[src/verilog/chgcfg_pkg.sv]
package chgcfg_pkg;

  // register offsets on the serial register port
  localparam logic [7:0] TERM_OFF = 8'h09;
  localparam logic [7:0] BOOST_OFF = 8'h0A;
  localparam logic [7:0] OPTION_OFF = 8'h0B;
  localparam logic [7:0] TIMER_OFF = 8'h0C;
  localparam logic [7:0] STATUS_OFF = 8'h30;

  // register indices in the storage array
  localparam logic [1:0] TERM_IDX = 2'h0;
  localparam logic [1:0] BOOST_IDX = 2'h1;
  localparam logic [1:0] OPTION_IDX = 2'h2;
  localparam logic [1:0] TIMER_IDX = 2'h3;
  localparam int NUM_REGS = 4;

  // reset values
  localparam logic [7:0] TERM_RST = 8'h3C;
  localparam logic [7:0] BOOST_RST = 8'h58;
  localparam logic [7:0] OPTION_RST = 8'h2C;
  localparam logic [7:0] TIMER_RST = 8'h02;

  // field positions, termination register
  localparam int TERM_CUR_LSB = 4;
  localparam int TERM_EN_BIT = 3;
  localparam int TERM_DEG_LSB = 0;
  // boost protection register
  localparam int BOOST_LBP_LSB = 4;
  localparam int BOOST_LBP_EN_BIT = 3;
  localparam int BOOST_OLP_LSB = 0;
  // option register
  localparam int OPT_ADAPTER_DETECT_DISABLE_BIT = 7;
  localparam int OPT_BATTERY_PRESENCE_DETECT_ENABLE_BIT = 6;
  localparam int OPT_UV_SEL_BIT = 5;
  localparam int OPT_MINIMUM_SYSTEM_VOLTAGE_LSB = 2;
  localparam int OPT_RECH_LSB = 0;
  // safety timer register
  localparam int TMR_FC_LSB = 5;
  localparam int TMR_PRC_LSB = 3;
  localparam int TMR_DOUBLE_BIT = 2;
  localparam int SAFETY_TIMER_ENABLE_BIT = 1;
  localparam int TMR_HOLD_BIT = 0;
  // status register (read only)
  localparam int STAT_FAULT_BIT = 0;
  localparam int STAT_EOC_BIT = 1;
  localparam int STAT_LBP_BIT = 2;

  // time base
  localparam int CLK_PERIOD_NS = 10;
  localparam int TICK_NS = 1000;
  localparam int TICK_CYCLES = TICK_NS / CLK_PERIOD_NS;
  localparam int MINUTE_TICKS = 60000000;

  // end-of-charge deglitch times in microseconds
  localparam logic [13:0] DEG_0_US = 14'd32;
  localparam logic [13:0] DEG_1_US = 14'd64;
  localparam logic [13:0] DEG_2_US = 14'd128;
  localparam logic [13:0] DEG_3_US = 14'd256;
  localparam logic [13:0] DEG_4_US = 14'd2000;
  localparam logic [13:0] DEG_5_US = 14'd4000;
  localparam logic [13:0] DEG_6_US = 14'd8000;
  localparam logic [13:0] DEG_7_US = 14'd16000;

  // safety timer limits in minutes
  localparam logic [10:0] FC_0_MIN = 11'd240;
  localparam logic [10:0] FC_1_MIN = 11'd360;
  localparam logic [10:0] FC_2_MIN = 11'd480;
  localparam logic [10:0] FC_3_MIN = 11'd600;
  localparam logic [10:0] FC_4_MIN = 11'd720;
  localparam logic [10:0] FC_5_MIN = 11'd840;
  localparam logic [10:0] FC_6_MIN = 11'd960;
  localparam logic [10:0] FC_7_MIN = 11'd1200;
  localparam logic [10:0] PRC_0_MIN = 11'd30;
  localparam logic [10:0] PRC_1_MIN = 11'd45;
  localparam logic [10:0] PRC_2_MIN = 11'd60;

  // settings handed to the analog loops
  typedef struct packed {
    logic [3:0] termination_current_level;
    logic termination_detect_enable;
    logic [2:0] termination_deglitch_select;
    logic [3:0] boost_low_battery_threshold;
    logic boost_low_battery_enable;
    logic [2:0] boost_overload_threshold;
    logic adapter_detect_disable;
    logic battery_presence_detect_enable;
    logic system_undervoltage_action_select;
    logic [2:0] minimum_system_voltage;
    logic [1:0] recharge_offset;
    logic [2:0] fast_charge_time_limit;
    logic [1:0] precharge_time_limit;
    logic timer_double_enable;
    logic safety_timer_enable;
    logic safety_timer_hold;
  } chgcfg_cfg_t;

  // analog and state inputs, synchronised as one vector
  typedef struct packed {
    logic term_current_below;
    logic phase_precharge;
    logic phase_fast;
    logic regulation_active;
    logic boost_active;
    logic vbat_below_fall;
    logic vbat_above_rise;
    logic system_uv;
    logic charge_done;
    logic ocp_high_select;
  } chgcfg_sense_t;

  localparam int SENSE_W = $bits(chgcfg_sense_t);

endpackage

[src/verilog/chgcfg_top.sv]
`timescale 1ns/1ps
// Contract
// - termination current code, bits 7:4, default 250mA
// - end-of-charge detection gated by enable bit
// - end-of-charge deglitch time from 3-bit select
// - boost low-battery threshold code with hysteresis
// - boost low-battery protection gated by enable
// - boost overload threshold code, 111 reserved
// - adapter detection runs unless disable bit set
// - battery detection after done only if enabled
// - under-voltage stops buck when select is one
// - minimum system voltage code, default 3.6V
// - recharge offset below charge voltage target
// - fast charge time limit from 3-bit code
// - pre-charge time limit from 2-bit code
// - doubled timer during regulation when enabled
// - safety timers run only when enabled
// - hold bit freezes timer count
// - inductor overcurrent level select, low or high
module chgcfg_top #(
  parameter int US_CYCLES = chgcfg_pkg::TICK_CYCLES,
  parameter int MINUTE_TICKS = chgcfg_pkg::MINUTE_TICKS
) (
  // clock and reset
  input wire logic clk_sys,
  input wire logic rst_b,
  // register port from the serial control interface
  input wire logic reg_wr_en,
  input wire logic reg_rd_en,
  input wire logic [7:0] reg_addr,
  input wire logic [7:0] reg_wdata,
  output logic [7:0] reg_rdata_ff,
  // analog and charger state inputs, asynchronous
  input wire chgcfg_pkg::chgcfg_sense_t sense_async,
  // settings to the analog loops
  output chgcfg_pkg::chgcfg_cfg_t cfg_ff,
  // control results
  output logic eoc_detected_ff,
  output logic boost_lbp_trip_ff,
  output logic buck_switch_off_ff,
  output logic adapter_detect_run_ff,
  output logic battery_detect_run_ff,
  output logic charge_stop_ff,
  output logic timer_fault_ff,
  output logic ocp_high_level_ff
);

  logic [1:0] rst_pipe_ff;
  logic rst_sync_b;
  logic [7:0] regs_ff [chgcfg_pkg::NUM_REGS];
  logic [chgcfg_pkg::SENSE_W-1:0] sync1_ff;
  logic [chgcfg_pkg::SENSE_W-1:0] sync2_ff;
  chgcfg_pkg::chgcfg_sense_t sense;
  logic [6:0] us_div_ff;
  logic us_tick;
  logic [25:0] min_div_ff;
  logic minute_tick;
  logic [13:0] deg_cnt_ff;
  logic eoc_cond;
  logic [1:0] phase_ff;
  logic timer_run;
  logic timer_restart;
  logic [10:0] timer_limit;
  logic timer_expired;
  logic wr_hit;
  logic [1:0] wr_idx;
  logic rd_hit;
  logic [1:0] rd_idx;

  // address decode shared by the write and read paths
  function automatic logic [2:0] addr_decode(input logic [7:0] addr);
    unique case (addr)
      chgcfg_pkg::TERM_OFF: addr_decode = {1'b1, chgcfg_pkg::TERM_IDX};
      chgcfg_pkg::BOOST_OFF: addr_decode = {1'b1, chgcfg_pkg::BOOST_IDX};
      chgcfg_pkg::OPTION_OFF: addr_decode = {1'b1, chgcfg_pkg::OPTION_IDX};
      chgcfg_pkg::TIMER_OFF: addr_decode = {1'b1, chgcfg_pkg::TIMER_IDX};
      default: addr_decode = 3'h0;
    endcase
  endfunction

  // deglitch time in microsecond ticks
  function automatic logic [13:0] deglitch_us(input logic [2:0] sel);
    unique case (sel)
      3'h0: deglitch_us = chgcfg_pkg::DEG_0_US;
      3'h1: deglitch_us = chgcfg_pkg::DEG_1_US;
      3'h2: deglitch_us = chgcfg_pkg::DEG_2_US;
      3'h3: deglitch_us = chgcfg_pkg::DEG_3_US;
      3'h4: deglitch_us = chgcfg_pkg::DEG_4_US;
      3'h5: deglitch_us = chgcfg_pkg::DEG_5_US;
      3'h6: deglitch_us = chgcfg_pkg::DEG_6_US;
      3'h7: deglitch_us = chgcfg_pkg::DEG_7_US;
    endcase
  endfunction

  // fast charge limit in minutes
  function automatic logic [10:0] fast_limit_min(input logic [2:0] sel);
    unique case (sel)
      3'h0: fast_limit_min = chgcfg_pkg::FC_0_MIN;
      3'h1: fast_limit_min = chgcfg_pkg::FC_1_MIN;
      3'h2: fast_limit_min = chgcfg_pkg::FC_2_MIN;
      3'h3: fast_limit_min = chgcfg_pkg::FC_3_MIN;
      3'h4: fast_limit_min = chgcfg_pkg::FC_4_MIN;
      3'h5: fast_limit_min = chgcfg_pkg::FC_5_MIN;
      3'h6: fast_limit_min = chgcfg_pkg::FC_6_MIN;
      3'h7: fast_limit_min = chgcfg_pkg::FC_7_MIN;
    endcase
  endfunction

  // pre-charge limit in minutes; the two top codes both mean the longest
  function automatic logic [10:0] pre_limit_min(input logic [1:0] sel);
    unique case (sel)
      2'h0: pre_limit_min = chgcfg_pkg::PRC_0_MIN;
      2'h1: pre_limit_min = chgcfg_pkg::PRC_1_MIN;
      2'h2, 2'h3: pre_limit_min = chgcfg_pkg::PRC_2_MIN;
    endcase
  endfunction

  // reset release through two flops; assertion stays asynchronous
  always_ff @(posedge clk_sys or negedge rst_b) begin
    if (!rst_b) begin
      rst_pipe_ff <= 2'h0;
    end else begin
      rst_pipe_ff <= {rst_pipe_ff[0], 1'b1};
    end
  end
  assign rst_sync_b = rst_pipe_ff[1];

  // two-flop synchronisers, one per sense input
  genvar gi;
  generate
    for (gi = 0; gi < chgcfg_pkg::SENSE_W; gi++) begin : g_sync
      always_ff @(posedge clk_sys or negedge rst_sync_b) begin
        if (!rst_sync_b) begin
          sync1_ff[gi] <= 1'b0;
          sync2_ff[gi] <= 1'b0;
        end else begin
          sync1_ff[gi] <= sense_async[gi];
          sync2_ff[gi] <= sync1_ff[gi];
        end
      end
    end
  endgenerate
  assign sense = chgcfg_pkg::chgcfg_sense_t'(sync2_ff);

  assign {wr_hit, wr_idx} = addr_decode(reg_addr);
  assign rd_hit = wr_hit;
  assign rd_idx = wr_idx;

  always_ff @(posedge clk_sys or negedge rst_sync_b) begin
    if (!rst_sync_b) begin
      regs_ff[chgcfg_pkg::TERM_IDX] <= chgcfg_pkg::TERM_RST;
      regs_ff[chgcfg_pkg::BOOST_IDX] <= chgcfg_pkg::BOOST_RST;
      regs_ff[chgcfg_pkg::OPTION_IDX] <= chgcfg_pkg::OPTION_RST;
      regs_ff[chgcfg_pkg::TIMER_IDX] <= chgcfg_pkg::TIMER_RST;
    end else if (reg_wr_en && wr_hit) begin
      // reserved overload code 111 is stored as written
      regs_ff[wr_idx] <= reg_wdata;
    end
  end

  // read data, one cycle after the read strobe; unmapped reads zero
  always_ff @(posedge clk_sys or negedge rst_sync_b) begin
    if (!rst_sync_b) begin
      reg_rdata_ff <= 8'h00;
    end else if (reg_rd_en) begin
      if (rd_hit) begin
        reg_rdata_ff <= regs_ff[rd_idx];
      end else if (reg_addr == chgcfg_pkg::STATUS_OFF) begin
        reg_rdata_ff <= 8'h00;
        reg_rdata_ff[chgcfg_pkg::STAT_FAULT_BIT] <= timer_fault_ff;
        reg_rdata_ff[chgcfg_pkg::STAT_EOC_BIT] <= eoc_detected_ff;
        reg_rdata_ff[chgcfg_pkg::STAT_LBP_BIT] <= boost_lbp_trip_ff;
      end else begin
        reg_rdata_ff <= 8'h00;
      end
    end
  end

  // settings out; a copy keeps the outputs on flops of their own
  always_ff @(posedge clk_sys or negedge rst_sync_b) begin
    if (!rst_sync_b) begin
      cfg_ff <= chgcfg_pkg::chgcfg_cfg_t'({chgcfg_pkg::TERM_RST, chgcfg_pkg::BOOST_RST,
                                           chgcfg_pkg::OPTION_RST, chgcfg_pkg::TIMER_RST});
    end else begin
      cfg_ff.termination_current_level <=
        regs_ff[chgcfg_pkg::TERM_IDX][chgcfg_pkg::TERM_CUR_LSB +: 4];
      cfg_ff.termination_detect_enable <=
        regs_ff[chgcfg_pkg::TERM_IDX][chgcfg_pkg::TERM_EN_BIT];
      cfg_ff.termination_deglitch_select <=
        regs_ff[chgcfg_pkg::TERM_IDX][chgcfg_pkg::TERM_DEG_LSB +: 3];
      // low-battery threshold code; hysteresis lives in the comparator
      cfg_ff.boost_low_battery_threshold <=
        regs_ff[chgcfg_pkg::BOOST_IDX][chgcfg_pkg::BOOST_LBP_LSB +: 4];
      cfg_ff.boost_low_battery_enable <=
        regs_ff[chgcfg_pkg::BOOST_IDX][chgcfg_pkg::BOOST_LBP_EN_BIT];
      cfg_ff.boost_overload_threshold <=
        regs_ff[chgcfg_pkg::BOOST_IDX][chgcfg_pkg::BOOST_OLP_LSB +: 3];
      cfg_ff.adapter_detect_disable <=
        regs_ff[chgcfg_pkg::OPTION_IDX][chgcfg_pkg::OPT_ADAPTER_DETECT_DISABLE_BIT];
      cfg_ff.battery_presence_detect_enable <=
        regs_ff[chgcfg_pkg::OPTION_IDX][chgcfg_pkg::OPT_BATTERY_PRESENCE_DETECT_ENABLE_BIT];
      cfg_ff.system_undervoltage_action_select <=
        regs_ff[chgcfg_pkg::OPTION_IDX][chgcfg_pkg::OPT_UV_SEL_BIT];
      cfg_ff.minimum_system_voltage <=
        regs_ff[chgcfg_pkg::OPTION_IDX][chgcfg_pkg::OPT_MINIMUM_SYSTEM_VOLTAGE_LSB +: 3];
      cfg_ff.recharge_offset <=
        regs_ff[chgcfg_pkg::OPTION_IDX][chgcfg_pkg::OPT_RECH_LSB +: 2];
      cfg_ff.fast_charge_time_limit <=
        regs_ff[chgcfg_pkg::TIMER_IDX][chgcfg_pkg::TMR_FC_LSB +: 3];
      cfg_ff.precharge_time_limit <=
        regs_ff[chgcfg_pkg::TIMER_IDX][chgcfg_pkg::TMR_PRC_LSB +: 2];
      cfg_ff.timer_double_enable <=
        regs_ff[chgcfg_pkg::TIMER_IDX][chgcfg_pkg::TMR_DOUBLE_BIT];
      cfg_ff.safety_timer_enable <=
        regs_ff[chgcfg_pkg::TIMER_IDX][chgcfg_pkg::SAFETY_TIMER_ENABLE_BIT];
      cfg_ff.safety_timer_hold <=
        regs_ff[chgcfg_pkg::TIMER_IDX][chgcfg_pkg::TMR_HOLD_BIT];
    end
  end

  // microsecond and minute enables from one divider chain
  always_ff @(posedge clk_sys or negedge rst_sync_b) begin
    if (!rst_sync_b) begin
      us_div_ff <= 7'h00;
      min_div_ff <= 26'h0000000;
    end else begin
      us_div_ff <= us_tick ? 7'h00 : us_div_ff + 7'h01;
      if (us_tick) begin
        min_div_ff <= minute_tick ? 26'h0000000 : min_div_ff + 26'h0000001;
      end
    end
  end
  assign us_tick = (us_div_ff == 7'(US_CYCLES - 1));
  assign minute_tick = us_tick && (min_div_ff == 26'(MINUTE_TICKS - 1));

  // termination only watched in fast charge with detection enabled
  assign eoc_cond = sense.term_current_below && sense.phase_fast &&
                    regs_ff[chgcfg_pkg::TERM_IDX][chgcfg_pkg::TERM_EN_BIT];

  // condition must hold for the whole deglitch time, any drop restarts
  always_ff @(posedge clk_sys or negedge rst_sync_b) begin
    if (!rst_sync_b) begin
      deg_cnt_ff <= 14'h0000;
      eoc_detected_ff <= 1'b0;
    end else if (!eoc_cond) begin
      deg_cnt_ff <= 14'h0000;
      eoc_detected_ff <= 1'b0;
    end else if (deg_cnt_ff >= deglitch_us(
                 regs_ff[chgcfg_pkg::TERM_IDX][chgcfg_pkg::TERM_DEG_LSB +: 3])) begin
      eoc_detected_ff <= 1'b1;
    end else if (us_tick) begin
      deg_cnt_ff <= deg_cnt_ff + 14'h0001;
    end
  end

  // low-battery trip only in boost with protection enabled
  always_ff @(posedge clk_sys or negedge rst_sync_b) begin
    if (!rst_sync_b) begin
      boost_lbp_trip_ff <= 1'b0;
    end else if (!sense.boost_active ||
                 !regs_ff[chgcfg_pkg::BOOST_IDX][chgcfg_pkg::BOOST_LBP_EN_BIT]) begin
      boost_lbp_trip_ff <= 1'b0;
    end else if (sense.vbat_below_fall) begin
      // trips at falling threshold, releases only above rising one
      boost_lbp_trip_ff <= 1'b1;
    end else if (sense.vbat_above_rise) begin
      boost_lbp_trip_ff <= 1'b0;
    end
  end

  // detection and protection actions
  always_ff @(posedge clk_sys or negedge rst_sync_b) begin
    if (!rst_sync_b) begin
      buck_switch_off_ff <= 1'b0;
      adapter_detect_run_ff <= 1'b0;
      battery_detect_run_ff <= 1'b0;
      ocp_high_level_ff <= 1'b0;
    end else begin
      buck_switch_off_ff <= sense.system_uv &&
        regs_ff[chgcfg_pkg::OPTION_IDX][chgcfg_pkg::OPT_UV_SEL_BIT];
      adapter_detect_run_ff <= !regs_ff[chgcfg_pkg::OPTION_IDX][chgcfg_pkg::OPT_ADAPTER_DETECT_DISABLE_BIT];
      battery_detect_run_ff <= sense.charge_done &&
        regs_ff[chgcfg_pkg::OPTION_IDX][chgcfg_pkg::OPT_BATTERY_PRESENCE_DETECT_ENABLE_BIT];
      // inductor overcurrent level, low 6A/5.5A, high 7.5A/7A
      ocp_high_level_ff <= sense.ocp_high_select;
    end
  end

  // phase history; a phase change restarts the count
  always_ff @(posedge clk_sys or negedge rst_sync_b) begin
    if (!rst_sync_b) begin
      phase_ff <= 2'h0;
    end else begin
      phase_ff <= {sense.phase_fast, sense.phase_precharge};
    end
  end

  // timers only with enable and an active charge phase
  assign timer_run = regs_ff[chgcfg_pkg::TIMER_IDX][chgcfg_pkg::SAFETY_TIMER_ENABLE_BIT] &&
                     (sense.phase_fast || sense.phase_precharge);
  assign timer_restart = (phase_ff != {sense.phase_fast, sense.phase_precharge});
  assign timer_limit = sense.phase_fast ?
    fast_limit_min(regs_ff[chgcfg_pkg::TIMER_IDX][chgcfg_pkg::TMR_FC_LSB +: 3]) :
    pre_limit_min(regs_ff[chgcfg_pkg::TIMER_IDX][chgcfg_pkg::TMR_PRC_LSB +: 2]);

  chgcfg_safety_timer u_safety_timer (
    .clk_sys(clk_sys),
    .rst_sync_b(rst_sync_b),
    .minute_tick(minute_tick),
    .run(timer_run),
    .hold(regs_ff[chgcfg_pkg::TIMER_IDX][chgcfg_pkg::TMR_HOLD_BIT]),
    .half_rate(regs_ff[chgcfg_pkg::TIMER_IDX][chgcfg_pkg::TMR_DOUBLE_BIT] &&
               sense.regulation_active),
    .restart(timer_restart),
    .limit_min(timer_limit),
    .expired(timer_expired)
  );

  // expiry latches the fault; set wins over the clear at phase end
  always_ff @(posedge clk_sys or negedge rst_sync_b) begin
    if (!rst_sync_b) begin
      timer_fault_ff <= 1'b0;
      charge_stop_ff <= 1'b0;
    end else if (timer_expired) begin
      timer_fault_ff <= 1'b1;
      charge_stop_ff <= 1'b1;
    end else if (!sense.phase_fast && !sense.phase_precharge) begin
      timer_fault_ff <= 1'b0;
      charge_stop_ff <= 1'b0;
    end
  end

endmodule

[src/verilog/chgcfg_safety_timer.sv]
`timescale 1ns/1ps
// minute counter for the pre-charge and fast-charge safety timers
module chgcfg_safety_timer (
  // clock and reset
  input wire logic clk_sys,
  input wire logic rst_sync_b,
  // control
  input wire logic minute_tick,
  input wire logic run,
  input wire logic hold,
  input wire logic half_rate,
  input wire logic restart,
  input wire logic [10:0] limit_min,
  // result
  output logic expired
);

  logic [10:0] count_ff;
  logic half_ff;

  // count minutes; held count survives a pause
  always_ff @(posedge clk_sys or negedge rst_sync_b) begin
    if (!rst_sync_b) begin
      count_ff <= 11'h000;
      half_ff <= 1'b0;
    end else if (restart || !run) begin
      count_ff <= 11'h000;
      half_ff <= 1'b0;
    end else if (minute_tick && !hold && count_ff < limit_min) begin
      // half rate doubles the time to the same limit
      half_ff <= half_rate ? ~half_ff : 1'b0;
      if (!half_rate || half_ff) begin
        count_ff <= count_ff + 11'h001;
      end
    end
  end

  assign expired = run && !restart && (count_ff >= limit_min);

endmodule

[config.mk]
export PLATFORM = sky130hd
export DESIGN_NAME = chgcfg_top
export DESIGN_NICKNAME = d
export VERILOG_FILES = /design/src/verilog/chgcfg_pkg.sv /design/src/verilog/chgcfg_top.sv /design/src/verilog/chgcfg_safety_timer.sv
export SDC_FILE = /design/constraint.sdc
export NUM_CORES = 1
export LEC_CHECK = 0
export ABC_AREA = 1
export BUFFER_PORTS_ARGS = -buffer_cell sky130_fd_sc_hd__clkbuf_2
export CAP_MARGIN = 10
export CORE_UTILIZATION = 37
export DETAILED_ROUTE_END_ITERATION = 10
export HOLD_SLACK_MARGIN = 0.03
export SYNTH_ARGS = -nofsm -noshare
export SYNTH_HDL_FRONTEND = slang
export SYNTH_SLANG_ARGS = --single-unit
[constraint.sdc]
create_clock -name clk_sys -period 14 [get_ports clk_sys]
set_input_delay 1.4 -clock clk_sys [delete_from_list [all_inputs] [get_ports clk_sys]]
set_output_delay 1.4 -clock clk_sys [all_outputs]
set_load 0.02 [all_outputs]
# Word-level counts from Yosys, hierarchy flattened
# Memory sizes are Yosys's and may differ from the RTL's.
# Index checks and enable logic that the tools add are counted.
[classes]
addsub = 4
mul = 0
div_mod_pow = 0
magnitude_cmp = 5
n_eq_ne = 14
n_shift = 0
n_mux = 30
bitwise = 2
n_reduce_logical = 35
[ops]
columns = ["operator", "n"]
rows = [
  ["14-bit 2-to-1 mux", 4],
  ["11-bit 2-to-1 mux", 4],
  ["11-bit case mux with 3 select lines", 1],
  ["32-bit bitwise mux", 1],
  ["8-bit by 4-bit equality test with 1-bit output, second input constant", 4],
  ["8-bit 2-to-1 mux", 4],
  ["26-bit by 1-bit adder with 26-bit output, second input constant", 1],
  ["26-bit equality test, second input constant", 1],
  ["26-bit 2-to-1 mux", 1],
  ["8-bit binary-select mux with 2-bit select", 1],
  ["8-bit demux with 2-bit select", 1],
  ["14-bit by 1-bit adder with 14-bit output, second input constant", 1],
  ["14-bit greater-or-equal comparator", 1],
  ["1-bit logical AND", 14],
  ["3-bit case mux with 4 select lines", 1],
  ["11-bit by 1-bit adder with 11-bit output, second input constant", 1],
  ["11-bit greater-or-equal comparator", 1],
  ["11-bit < comparator", 1],
  ["1-bit 2-to-1 mux", 10],
  ["1-bit logical NOT", 9],
  ["8-bit by 6-bit equality test with 1-bit output, second input constant", 1],
  ["7-bit by 1-bit adder with 7-bit output, second input constant", 1],
  ["7-bit equality test, second input constant", 1],
  ["7-bit 2-to-1 mux", 1],
  ["16 further kinds", 24],
]
[totals]
reg_bits = 162
latch_bits = 0
ramBits = 0
mem_bits_ro = 144
in_bits = 30
n_memories = 2
[memory_table]
columns = ["name", "depth", "width", "rd", "rd_ports_with_merged_regs", "write_ports", "line_no", "source"]
rows = [
  ["(no name shown)", 8, 10, 1, 0, 0, "chgcfg_top.sv:83", "unique case (sel)"],
  ["(no name shown)", 8, 8, 1, 0, 0, "chgcfg_top.sv:97", "unique case (sel)"],
]

# Longest topological paths before layout
# Gate-level depths: netlist of run 1.
[logic_depth]
word_depth = 8
depth_mapped = 19

# By module
# A second synthesis of run 1 with hierarchy kept.
[unflattened]
cells_unflattened = 1004
area_unflattened_um2 = 8290.5
[modules_own_cells]
columns = ["module", "n_inst", "cells_per_inst", "area_each_um2"]
rows = [
  ["chgcfg_top", 1, 838, 7118.1],
  ["chgcfg_safety_timer", 1, 166, 1172.4],
]

# Least setup slack after synthesis of run 1
# No wires, ideal clock.
[synth_timing]
kind = "in2reg"
startpoint = "in reg_addr[7]"
endpoint = "reg regs_ff[12] (netlist name)"
arrival_ns = 2.425
slack_ns = 11.453
cell_stages = 7
n_path_buf = 1
path_cell_list = "nor2_1 > inv_1 > nor3_2 > nand4_1 > buf_2 > nand2_1 > o21ai_1"
[synth_via]
elab_chain_len = 8
word_cells_on_any_way = 13
classes_between = "order compare: 2; eq/ne: 4; mux: 4; bitwise: 1; reduce/logical: 2"
[synth_lines]
columns = ["item", "line_no", "source"]
rows = [
  ["from (decl)", "chgcfg_top.sv:30", "input wire logic [7:0] reg_addr,"],
  ["8-bit by 4-bit equality test with 1-bit output", "chgcfg_top.sv:72", "unique case (addr)"],
  ["3-bit case mux with 4 select lines *", "chgcfg_top.sv:72", ""],
  ["2-bit inverter with 3-bit output (not written as such)", "chgcfg_top.sv:157", "regs_ff[wr_idx] <= reg_wdata;"],
  ["3-bit greater-or-equal comparator (not written as such) / 3-bit by 1-bit < comparator with 1-bit output (equally long branches)", "chgcfg_top.sv:157", ""],
  ["1-bit logical AND (not written as such)", "chgcfg_top.sv:157", ""],
  ["8-bit 2-to-1 mux (not written as such)", "chgcfg_top.sv:157", ""],
  ["8-bit demux with 2-bit select", "chgcfg_top.sv:157", ""],
  ["32-bit bitwise mux", "chgcfg_top.sv:157", ""],
  ["to (signal, indexed assignment)", "chgcfg_top.sv:153", "regs_ff[chgcfg_pkg::OPTION_IDX] <= chgcfg_pkg::OPTION_RST;"],
  ["to (signal, indexed assignment)", "chgcfg_top.sv:154", "regs_ff[chgcfg_pkg::TIMER_IDX] <= chgcfg_pkg::TIMER_RST;"],
  ["to (signal, indexed assignment)", "chgcfg_top.sv:157", ""],
  ["to (decl)", "chgcfg_top.sv:50", "logic [7:0] regs_ff [chgcfg_pkg::NUM_REGS];"],
]
# Every way passes the cells marked *; elsewhere a longest branch is shown, timed or not.
# A chain may end at the register's enable or synchronous reset.

# Final worst setup path of run 1
[layout_timing]
startpoint = "reg regs_ff[26] (netlist name)"
endpoint = "reg deg_cnt_ff[1]"
[layout_via]
elab_chain_len = 5
[layout_lines]
columns = ["item", "line_no", "source"]
rows = [
  ["from (signal, indexed assignment)", "chgcfg_top.sv:151", "regs_ff[chgcfg_pkg::TERM_IDX] <= chgcfg_pkg::TERM_RST;"],
  ["from (signal, indexed assignment)", "chgcfg_top.sv:152", "regs_ff[chgcfg_pkg::BOOST_IDX] <= chgcfg_pkg::BOOST_RST;"],
  ["from (signal, indexed assignment)", "chgcfg_top.sv:153", ""],
  ["memory 8 x 10 bit", "-", ""],
  ["14-bit 2-to-1 mux", "chgcfg_top.sv:245", "end else if (!eoc_cond) begin"],
  ["14-bit greater-or-equal comparator", "chgcfg_top.sv:248", "end else if (deg_cnt_ff >= deglitch_us("],
  ["2-bit != test (no source line)", "-", ""],
  ["2-bit AND reduction (no source line)", "-", ""],
  ["to (signal assigned)", "chgcfg_top.sv:252", "deg_cnt_ff <= deg_cnt_ff + 14'h0001;"],
  ["to (decl)", "chgcfg_top.sv:58", "logic [13:0] deg_cnt_ff;"],
]
# Every way passes these cells. The select of a mux whose other input is x is not followed.

==> results.sh, run 1 <==
export IMPL_core_area_um2=21000
export IMPL_finalHoldViolCount=0
export IMPL_cts_num_sinks=162
export IMPL_worst_endpoint_arrival_ps=3180
export IMPL_rsz0062_at_grt="no"
export IMPL_clk_latency_ps=430
export IMPL_first_pass_iters=6
export IMPL_clockBufferDepth=2
export IMPL_tightest_slew_ps=918
export IMPL_tritoncts="yes"
export IMPL_gr_total_overflow=0
export IMPL_grtUsageTotal_pct=17.6
export IMPL_slew_headroom_pct=38.8
export IMPL_die_w_um=148
export IMPL_synth_warnings=0
export IMPL_gp_congestion=0.883
export IMPL_ios=78
export IMPL_start_util_pct=37.7
export IMPL_worstPathRequired_ps=14370
export IMPL_grt_pass1_wl_mm=30.4
export IMPL_crit_chain="inv_1, nor2_1, inv_1, nand2_1, nand2_1, o21a_1, ha_1, nand2_1, inv_1, o21ai_0, nand3_1, a21oi_1, nand3_1, nor2_1, nand2_1, nand2_1"
export IMPL_post_drt_wl_per_cell_um=14.0
export IMPL_critPathCaptureType="flip-flop"
export IMPL_syn_nets=972
export IMPL_drive_gt1_share_pct=18.6
export IMPL_wl_mm=18.0
export IMPL_cellLeakagePower_nw=4.50
export IMPL_fin_setup_tns_ps=0
export IMPL_synth_area_per_cell_um2=8.69
export IMPL_syn_area_um2=7940
export IMPL_synth_seq_area_share_pct=51.4
export IMPL_cts_buffers=17
export IMPL_status="finished, final reports clean"
export IMPL_fin_skew_ps=15.9
export IMPL_cts_repair_resized=0
export IMPL_htreeDepth=4
export IMPL_dp_cells=1249
export IMPL_dpl_hpwl_mm=12.9
export IMPL_drt_initial_drc_count=307
export IMPL_hold_buffers=0
export IMPL_diodes=0
export IMPL_cap_viol_max_count=0
export IMPL_num_rows=53
export IMPL_cpMostUsedCell="nand2_1"
export IMPL_port_buffers=77
export IMPL_postCtsSetupBuffers=0
export IMPL_p_per_area_nw_per_um2=114
export IMPL_reg2reg_slack_ps=11190
export IMPL_root_buffer="clkbuf_16"
export IMPL_timing_rr_end="deg_cnt_ff[1]"
export IMPL_timing_final_crit_period_ps=2810
export IMPL_area_growth_pct=16.1
export IMPL_first_global_vias=6011
export IMPL_setup_viol=0
export IMPL_drc=0
export IMPL_reg2regPathDepth=16
export IMPL_max_stage_delay_ps=620
export IMPL_crit_start="regs_ff[26]"
export IMPL_crit_slowest_cell="dfstp_2"
export IMPL_clock_fmax_mhz=356
export IMPL_maxSlewViolCount=0
export IMPL_finalCritPeriodShare_pct=20.1
export IMPL_ys_ff_latch=162
export IMPL_nets=1052
export IMPL_rr_startpoint="regs_ff[26]"
export IMPL_crit_fanout=15
export IMPL_synth_cell_types=48
export IMPL_vias=6229
export IMPL_synth_cells=913
export IMPL_crit_end="deg_cnt_ff[1]"
export IMPL_clkTransAtPathRegs_ps=80
export IMPL_ant_nets=0
export IMPL_path_class="flip-flop to flip-flop"
export IMPL_antenna_found_initial=0
export IMPL_start_kind="flip-flop"
export IMPL_die_y_um=148
export IMPL_grt_max_degree=75
export IMPL_die_area_um2=22000
export IMPL_viasPerCell=4.86
export IMPL_ir_drop_mv=0.0883
export IMPL_hp_class="flip-flop to async pin"
export IMPL_final_cells=1281
-- critical path: cells and delay by family (launching register included) --
family	cells	cell delay, ps
compound gates	3	420
simple gates	9	1310
fa+ha+maj	1	170
buf+inv	3	220
flops	1	620
-- state kept, by name, summed over array words and instances (netlist names), 2 cells and up --
| register | flops |
|---|---|
| rst_pipe_ff | 2 |
| phase_ff | 2 |
| deg_cnt_ff | 14 |
| min_div_ff | 26 |
| u_safety_timer.count_ff | 11 |
| reg_rdata_ff | 8 |
| sense | 10 |
| regs_ff | 32 |
| us_div_ff | 7 |
| sync1_ff | 10 |
| cfg_ff | 32 |
-- kinds of logic (layout without fill, tap and decap cells) --
logic type / Yosys count / in the layout / synth area share, %
adders and majority gates: 29 / 29 / 4.57
DFF: 162 / 162 / 51.4
xor gates and xnor gates: 30 / 30 / 3.31
buffers and inverters: 112 / 205 / 5.66
AOI/OAI and AO/OA: 86 / 86 / 6.12
and+or+nand+nor: 493 / 493 / 28.9
other: 1 / 1 / 0.0473
-- cells in the mapped netlist (all sizes together) --
master     n  area, um2
o21ai     55        275
dfrtp    140       3500
nand3     84        455
conb       1       3.75
nor2      91        398
and3       3       18.8
a21oi     20        111
nor4       2       18.8
xnor2      7       61.3
inv       92        345
nor3      27        168
o21a       1       7.51
xor2      23        201
dfstp     22        578
ha        29        363
nor3b      1       7.51
a2bb2oi    1       8.76
o21bai     1       7.51
buf       11       70.1
clkinv     2       7.51
a22oi      1       7.51
nand4     30        203
a21o       3       22.5
clkbuf     7       26.3
nand3b     1       7.51
a211oi     1       7.51
or2        3       18.8
nand2    251        995
o211ai     2       28.8
a221oi     1       8.76
-- layout make-up --
type                    count  area, um2
fillers                  2091      11800
clock inverters            15        204
flip-flops and latches    162       4090
repair buffers             79        400
inverters                  94        353
multi-input cells         639       3400
well taps                 275        344
clock buffers              17        425
-- per-layer routing --
metal	vias to the layer above	part of all wire, %	global-route usage, %
met2	127	47	28.3
met5	-	0	0
met1	2945	47	23.6
li1	3132	-	-
met3	25	4.3	3.74
met4	0	1.8	5.82
-- layout by cell type (no fill, tap or decap), types with 2 or more instances in the layout --
cell,instances
nand2_1,234
nand4_1,29
nand3_1,80
xor2_1,23
nor2_2,7
clkbuf_2,77
inv_6,3
dfstp_2,22
inv_12,2
nor2_1,80
ha_1,29
nor3_4,2
xnor2_1,7
buf_4,2
dfrtp_1,139
or2_2,2
a21o_1,3
nor2_4,3
a21oi_1,19
clkinv_1,2
nor3_2,2
nand3_2,2
inv_2,11
and3_1,3
inv_1,81
nand3_4,2
nand2_4,2
inv_8,2
o21ai_0,27
nor3_1,23
clkbuf_16,17
nand2_2,15
o21ai_1,28
clkinv_8,7
-- stage by stage --
step	hold slack (ps)	utilization (%)	instance area (um2)	total power, mW	worst slack [ps]
after floorplan	331	-	7940	0.553	9190
after global placement	183	40.8	8590	0.581	10960
after detailed placement	186	40.8	8590	0.582	11030
after CTS	192	43.8	9220	1.07	11180
after global routing	208	43.8	9220	1.10	10900
final	184	43.8	9220	1.05	11190
-- where the power goes --
group	total [mW]	internal [mW]	switching (mW)
sequential	0.505	0.489	0.0162
clock	0.481	0.247	0.234
combinational	0.0666	0.0219	0.0446
total	1.05	0.758	0.295
-- how the worst min path moves through the flow --
stage	from	end	slack, ps
final	rst_pipe_ff[1]	deg_cnt_ff[1]	180
after floorplan	sense[0]	ocp_high_level_ff	330
after detailed placement	rst_pipe_ff[1]	eoc_detected_ff	190
after CTS	rst_pipe_ff[1]	deg_cnt_ff[1]	190
after global placement	rst_pipe_ff[1]	deg_cnt_ff[1]	180
after global routing	rst_pipe_ff[1]	deg_cnt_ff[1]	210
No activity file was read; power rests on OpenSTA's default activity.
==> run 2: changes to the inputs <==
==> constraint.sdc (replaced) <==
create_clock -name clk_sys -period 2.9 [get_ports clk_sys]
set_input_delay 0.29 -clock clk_sys [delete_from_list [all_inputs] [get_ports clk_sys]]
set_output_delay 0.29 -clock clk_sys [all_outputs]
set_load 0.02 [all_outputs]
==> results.sh, run 2 (synthesis gave the netlist of run 1 again) <==
export IMPL_status="finished, final reports clean"
export IMPL_maxSlewViolCount=0
export IMPL_num_rows=53
export IMPL_seqPwrFrac_pct=46.8
export IMPL_worstPathRequired_ps=3220
export IMPL_crit_chain="ha_1, or2_2, o21ai_0, ha_1, nand2_1, nand2_1, nand2_1, nand2_1, nand2_1, nand2_1, nor2_1, nand3_4, nand2_4, nand2_4, nand2_1, nand2_1"
export IMPL_max_stage_delay_ps=460
export IMPL_clockBufferDepth=2
export IMPL_clock_fmax_mhz=387
export IMPL_grt_pass1_wl_mm=30.4
export IMPL_p_comb_share_pct=6.8
export IMPL_die_w_um=148
export IMPL_setup_slack_ps=317
export IMPL_cellLeakagePower_nw=4.61
export IMPL_crit_start="regs_ff[5]"
export IMPL_tightest_slew_ps=637
export IMPL_hp_class="input pin to flip-flop"
export IMPL_area_growth_pct=19.2
export IMPL_ir_drop_mv=0.382
export IMPL_drt_initial_drc_count=330
export IMPL_first_pass_iters=5
export IMPL_timing_final_crit_period_ps=2580
export IMPL_final_cells=1302
export IMPL_vias=6272
export IMPL_p_sw_mw=1.49
export IMPL_gp_congestion=0.870
export IMPL_pre_cts_ws_ps=267
export IMPL_drive_gt1_share_pct=19.4
export IMPL_rr_startpoint="regs_ff[5]"
export IMPL_root_buffer="clkbuf_16"
export IMPL_fin_skew_ps=18.1
export IMPL_crit_fanout=11
export IMPL_htreeDepth=4
export IMPL_sw_frac_of_total_pct=28.6
export IMPL_die_y_um=148
export IMPL_p_per_area_nw_per_um2=549
export IMPL_slew_headroom_pct=57.4
export IMPL_grt_max_degree=93
export IMPL_rsz0062_at_grt="no"
export IMPL_min_from="reg_wdata[4]"
export IMPL_gr_total_overflow=0
export IMPL_dpl_hpwl_mm=13.1
export IMPL_start_util_pct=37.7
export IMPL_setup_viol=0
export IMPL_postCtsSetupBuffers=0
export IMPL_start_kind="flip-flop"
export IMPL_clkPwrFrac_pct=46.4
export IMPL_dp_cells=1259
export IMPL_finalCritPeriodShare_pct=89.1
export IMPL_core_area_um2=21000
export IMPL_nets=1073
export IMPL_wl_mm=18.1
export IMPL_ios=78
export IMPL_worst_endpoint_arrival_ps=2900
export IMPL_ant_nets=0
export IMPL_first_global_vias=5959
export IMPL_grtUsageTotal_pct=17.5
export IMPL_fin_hold_ws_ps=131
export IMPL_reg_top3="cfg_ff: 32 flops, regs_ff: 32 flops, min_div_ff: 26 flops"
export IMPL_crit_slowest_cell="dfrtp_1"
export IMPL_drc=0
export IMPL_cap_viol_max_count=0
export IMPL_final_cell_mix="nand2_1, dfrtp_1, inv_1"
export IMPL_tritoncts="yes"
export IMPL_critPathCaptureType="flip-flop"
export IMPL_finalHoldViolCount=0
export IMPL_diodes=0
export IMPL_clk_latency_ps=440
export IMPL_antenna_found_initial=0
export IMPL_p_total_mw=5.20
export IMPL_port_buffers=77
export IMPL_cts_num_sinks=162
export IMPL_clkTransAtPathRegs_ps=90
export IMPL_p_int_mw=3.71
export IMPL_cts_buffers=17
export IMPL_viasPerCell=4.82
export IMPL_layout_commonest_cell="nand2_1"
export IMPL_cpMostUsedCell="nand2_1"
export IMPL_post_drt_wl_per_cell_um=13.9
export IMPL_path_class="flip-flop to flip-flop"
export IMPL_fin_setup_tns_ps=0
export IMPL_die_area_um2=22000
[run 2: changes by cell type in the layout (fill, tap and decap cells not counted), sizes merged]
cell	delta
clkinv	-3
dlygate4sd3	+11
buf	+10
inv	+3
[run 2: timing repair]
action | in CTS | in global routing
hold buffers | 11 | 0
resized for setup | 0 | 2
endpoints found under the hold margin | 12 | 0
endpoints found under the setup margin | 0 | 8
[run 2: final timing paths]
kind	slack (ps)	cells after the start	end
min in group asynchronous	170	2	rst_pipe_ff[1]
min reg2reg	190	0	deg_cnt_ff[0]
max	320	16	u_safety_timer.count_ff[0]
max in group asynchronous	1950	1	cfg_ff[28]
max reg2reg	320	16	u_safety_timer.count_ff[0]
min	130	3	regs_ff[20]
[run 2: worst max-delay path: cells and delay by family (launching register included)]
family,cells,cell delay [ps]
simple gates,13,1330
fa+ha+maj,2,580
flops,1,460
compound gates,1,90
[run 2: routing by layer]
| layer | global-route usage, % | wire length (um) | part of all wire (%) |
|---|---|---|---|
| met1 | 24.2 | 8580 | 47 |
| met2 | 27.7 | 8370 | 46 |
| met5 | 0 | 0 | 0 |
| met4 | 5.00 | 286 | 1.6 |
| met3 | 3.77 | 838 | 4.6 |
[run 2: through the flow]
| step | utilization, % | instance area, um2 |
|---|---|---|
| after floorplan | - | 7940 |
| after global placement | 41.3 | 8690 |
| after detailed placement | 41.3 | 8690 |
| after CTS | 44.9 | 9450 |
| after global routing | 45.0 | 9460 |
| final | 45.0 | 9460 |
[run 2: power by group through the flow]
stage | clock (mW) | sequential [mW] | combinational [mW]
after global placement | 0 | 2.48 | 0.341
after floorplan | 0 | 2.52 | 0.151
after CTS | 2.47 | 2.43 | 0.357
after detailed placement | 0 | 2.48 | 0.344
final | 2.41 | 2.43 | 0.352
after global routing | 2.57 | 2.45 | 0.398
[run 2: cell type report]
cell class              count  area [um2]
clock buffers              17         425
well taps                 275         344
multi-input cells         639        3410
repair buffers            100         611
clock inverters            15         225
inverters                  94         353
flip-flops and latches    162        4090
fillers                  2004       11600
==> run 3: changes to the inputs <==
--- a/config.mk
+++ b/config.mk
@@ -8,9 +8,10 @@
 export ABC_AREA = 1
 export BUFFER_PORTS_ARGS = -buffer_cell sky130_fd_sc_hd__clkbuf_2
 export CAP_MARGIN = 10
-export CORE_UTILIZATION = 37
+export CORE_UTILIZATION = 55
 export DETAILED_ROUTE_END_ITERATION = 10
 export HOLD_SLACK_MARGIN = 0.03
+export PLACE_DENSITY = 0.75
 export SYNTH_ARGS = -nofsm -noshare
 export SYNTH_HDL_FRONTEND = slang
 export SYNTH_SLANG_ARGS = --single-unit
==> results.sh, run 3 (synthesis gave the netlist of run 1 again) <==
export IMPL_post_drt_wl_per_cell_um=14.6
export IMPL_worst_endpoint_arrival_ps=2930
export IMPL_timing_rr_end="u_safety_timer.count_ff[2]"
export IMPL_finalHoldViolCount=0
export IMPL_cpMostUsedCell="nand2_1"
export IMPL_reg_top3="cfg_ff: 32 flops, regs_ff: 32 flops, min_div_ff: 26 flops"
export IMPL_diodes=0
export IMPL_final_cells=1203
export IMPL_first_global_vias=6087
export IMPL_rr_startpoint="regs_ff[6]"
export IMPL_maxSlewViolCount=0
export IMPL_drive_gt1_share_pct=19.0
export IMPL_regArea_um2=4090
export IMPL_final_cell_mix="nand2_1, dfrtp_1, inv_1"
export IMPL_finalCritPeriodShare_pct=89.7
export IMPL_grt_pass1_wl_mm=29.6
export IMPL_cap_viol_max_count=0
export IMPL_p_total_mw=5.10
export IMPL_grt_max_degree=65
export IMPL_tritoncts="yes"
export IMPL_ios=78
export IMPL_crit_start="regs_ff[6]"
export IMPL_viasPerCell=5.32
export IMPL_timing_final_crit_period_ps=2600
export IMPL_critPathCaptureType="flip-flop"
export IMPL_start_util_pct=56.7
export IMPL_worstPathRequired_ps=3230
export IMPL_setup_viol=0
export IMPL_layout_commonest_cell="nand2_1"
export IMPL_cellLeakagePower_nw=4.57
export IMPL_drc=0
export IMPL_dpl_hpwl_mm=12.3
export IMPL_crit_fanout=11
export IMPL_area_growth_pct=16.6
export IMPL_fin_setup_tns_ps=0
export IMPL_ir_drop_mv=0.461
export IMPL_root_buffer="clkbuf_16"
export IMPL_hp_class="input pin to flip-flop"
export IMPL_dp_cells=1160
export IMPL_num_rows=43
export IMPL_holdPathStages=3
export IMPL_gp_congestion=0.911
export IMPL_clkTransAtPathRegs_ps=70
export IMPL_die_w_um=122
export IMPL_rsz0062_at_grt="no"
export IMPL_reg2regPathDepth=17
export IMPL_max_stage_delay_ps=450
export IMPL_vias=6403
export IMPL_clk_latency_ps=440
export IMPL_crit_chain="inv_1, ha_1, or2_2, o21ai_0, ha_1, nand2_1, nand2_1, nand2_1, nand2_1, nand2_1, nand2_1, nor2_1, nand3_4, nand2_4, nand2_4, nand2_2, nand2_1"
export IMPL_path_class="flip-flop to flip-flop"
export IMPL_tightest_slew_ps=818
export IMPL_slew_headroom_pct=45.0
export IMPL_cts_num_sinks=162
export IMPL_antenna_found_initial=0
export IMPL_fin_skew_ps=12.9
export IMPL_clockBufferDepth=2
export IMPL_reg2reg_slack_ps=300
export IMPL_crit_end="u_safety_timer.count_ff[2]"
export IMPL_nFillCells=1142
export IMPL_start_kind="flip-flop"
export IMPL_htreeDepth=4
export IMPL_status="finished, final reports clean"
export IMPL_wl_mm=17.6
export IMPL_nets=1069
export IMPL_p_per_area_nw_per_um2=552
export IMPL_port_buffers=77
export IMPL_core_area_um2=14000
export IMPL_gr_total_overflow=0
export IMPL_cts_buffers=17
export IMPL_crit_slowest_cell="dfrtp_1"
export IMPL_ant_nets=0
export IMPL_multi_input_area_um2=3410
export IMPL_die_y_um=122
export IMPL_drt_initial_drc_count=591
export IMPL_first_pass_iters=5
export IMPL_grtUsageTotal_pct=26.0
export IMPL_die_area_um2=14900
export IMPL_clock_fmax_mhz=384
==> run 3: changes by cell type in the layout (fill, tap and decap cells not counted) <==
| cell | delta |
|---|---|
| bufinv_16 | +2 |
| inv_12 | -5 |
| clkinv_4 | +1 |
| inv_16 | -1 |
| clkinv_8 | -3 |
| buf_4 | -3 |
| nand3_2 | -1 |
| inv_6 | +3 |
| clkinvlp_4 | +2 |
| nand3_1 | +1 |
| buf_12 | -1 |
| clkinv_2 | +1 |
==> run 3: timing repair <==
action                                  4_1_cts  5_1_grt
gates resized for setup                       0        1
endpoints found under the setup margin        0       12
hold buffers                                 11        0
buffers inserted                              0        0
hold endpoints to repair                     12        0
==> run 3: power breakdown <==
group	switching (mW)	internal (mW)
registers	0.0758	2.36
logic	0.214	0.122
clock network	1.02	1.31
==> run 3: per-layer routing <==
layer	track usage (%)	vias to the layer above	wire (um)
li1	-	3171	-
met1	35.4	3020	7950
met2	41.1	188	8440
met3	5.81	24	915
met4	8.99	0	248
met5	0	-	0
==> run 3: cell type report <==
type | instances | area share [%]
clock buffer | 17 | 4.60
clock inverter | 15 | 2.06
inverter | 94 | 3.81
multi-input combinational | 639 | 36.8
sequential | 162 | 44.1
tap | 180 | 2.43
timing repair buffer | 96 | 6.14
==> run 3: how the worst min path moves through the flow <==
| stage | end | start |
|---|---|---|
| after global placement | rst_pipe_ff[0] | rst_b |
| after detailed placement | rst_pipe_ff[0] | rst_b |
| final | regs_ff[22] | reg_wdata[6] |
| after CTS | rst_pipe_ff[1] | rst_b |
| after global routing | regs_ff[22] | reg_wdata[6] |
| after floorplan | rst_pipe_ff[0] | rst_b |
==> run 3: critical path: cells and delay by family, from the launching register on <==
family / cells / cell delay (ps)
flip-flops: 1 / 450
adder cells (fa/ha/maj): 2 / 530
AND/OR/NAND/NOR: 13 / 1350
buffers and inverters: 1 / 70
AO/OA/AOI/OAI: 1 / 80
==> run 3: through the flow <==
| stage | setup slack (ps) | hold WS [ps] | utilization, % | instance area [um2] |
|---|---|---|---|---|
| global placement | 400 | 77.2 | 60.9 | 8530 |
| finish | 298 | 151 | 66.2 | 9250 |
| global route | 21.1 | 154 | 66.2 | 9250 |
| detailed placement | 305 | 78.6 | 60.9 | 8530 |
| CTS | 282 | 141 | 66.1 | 9250 |
| floorplan | 240 | -5.59 | - | 7940 |
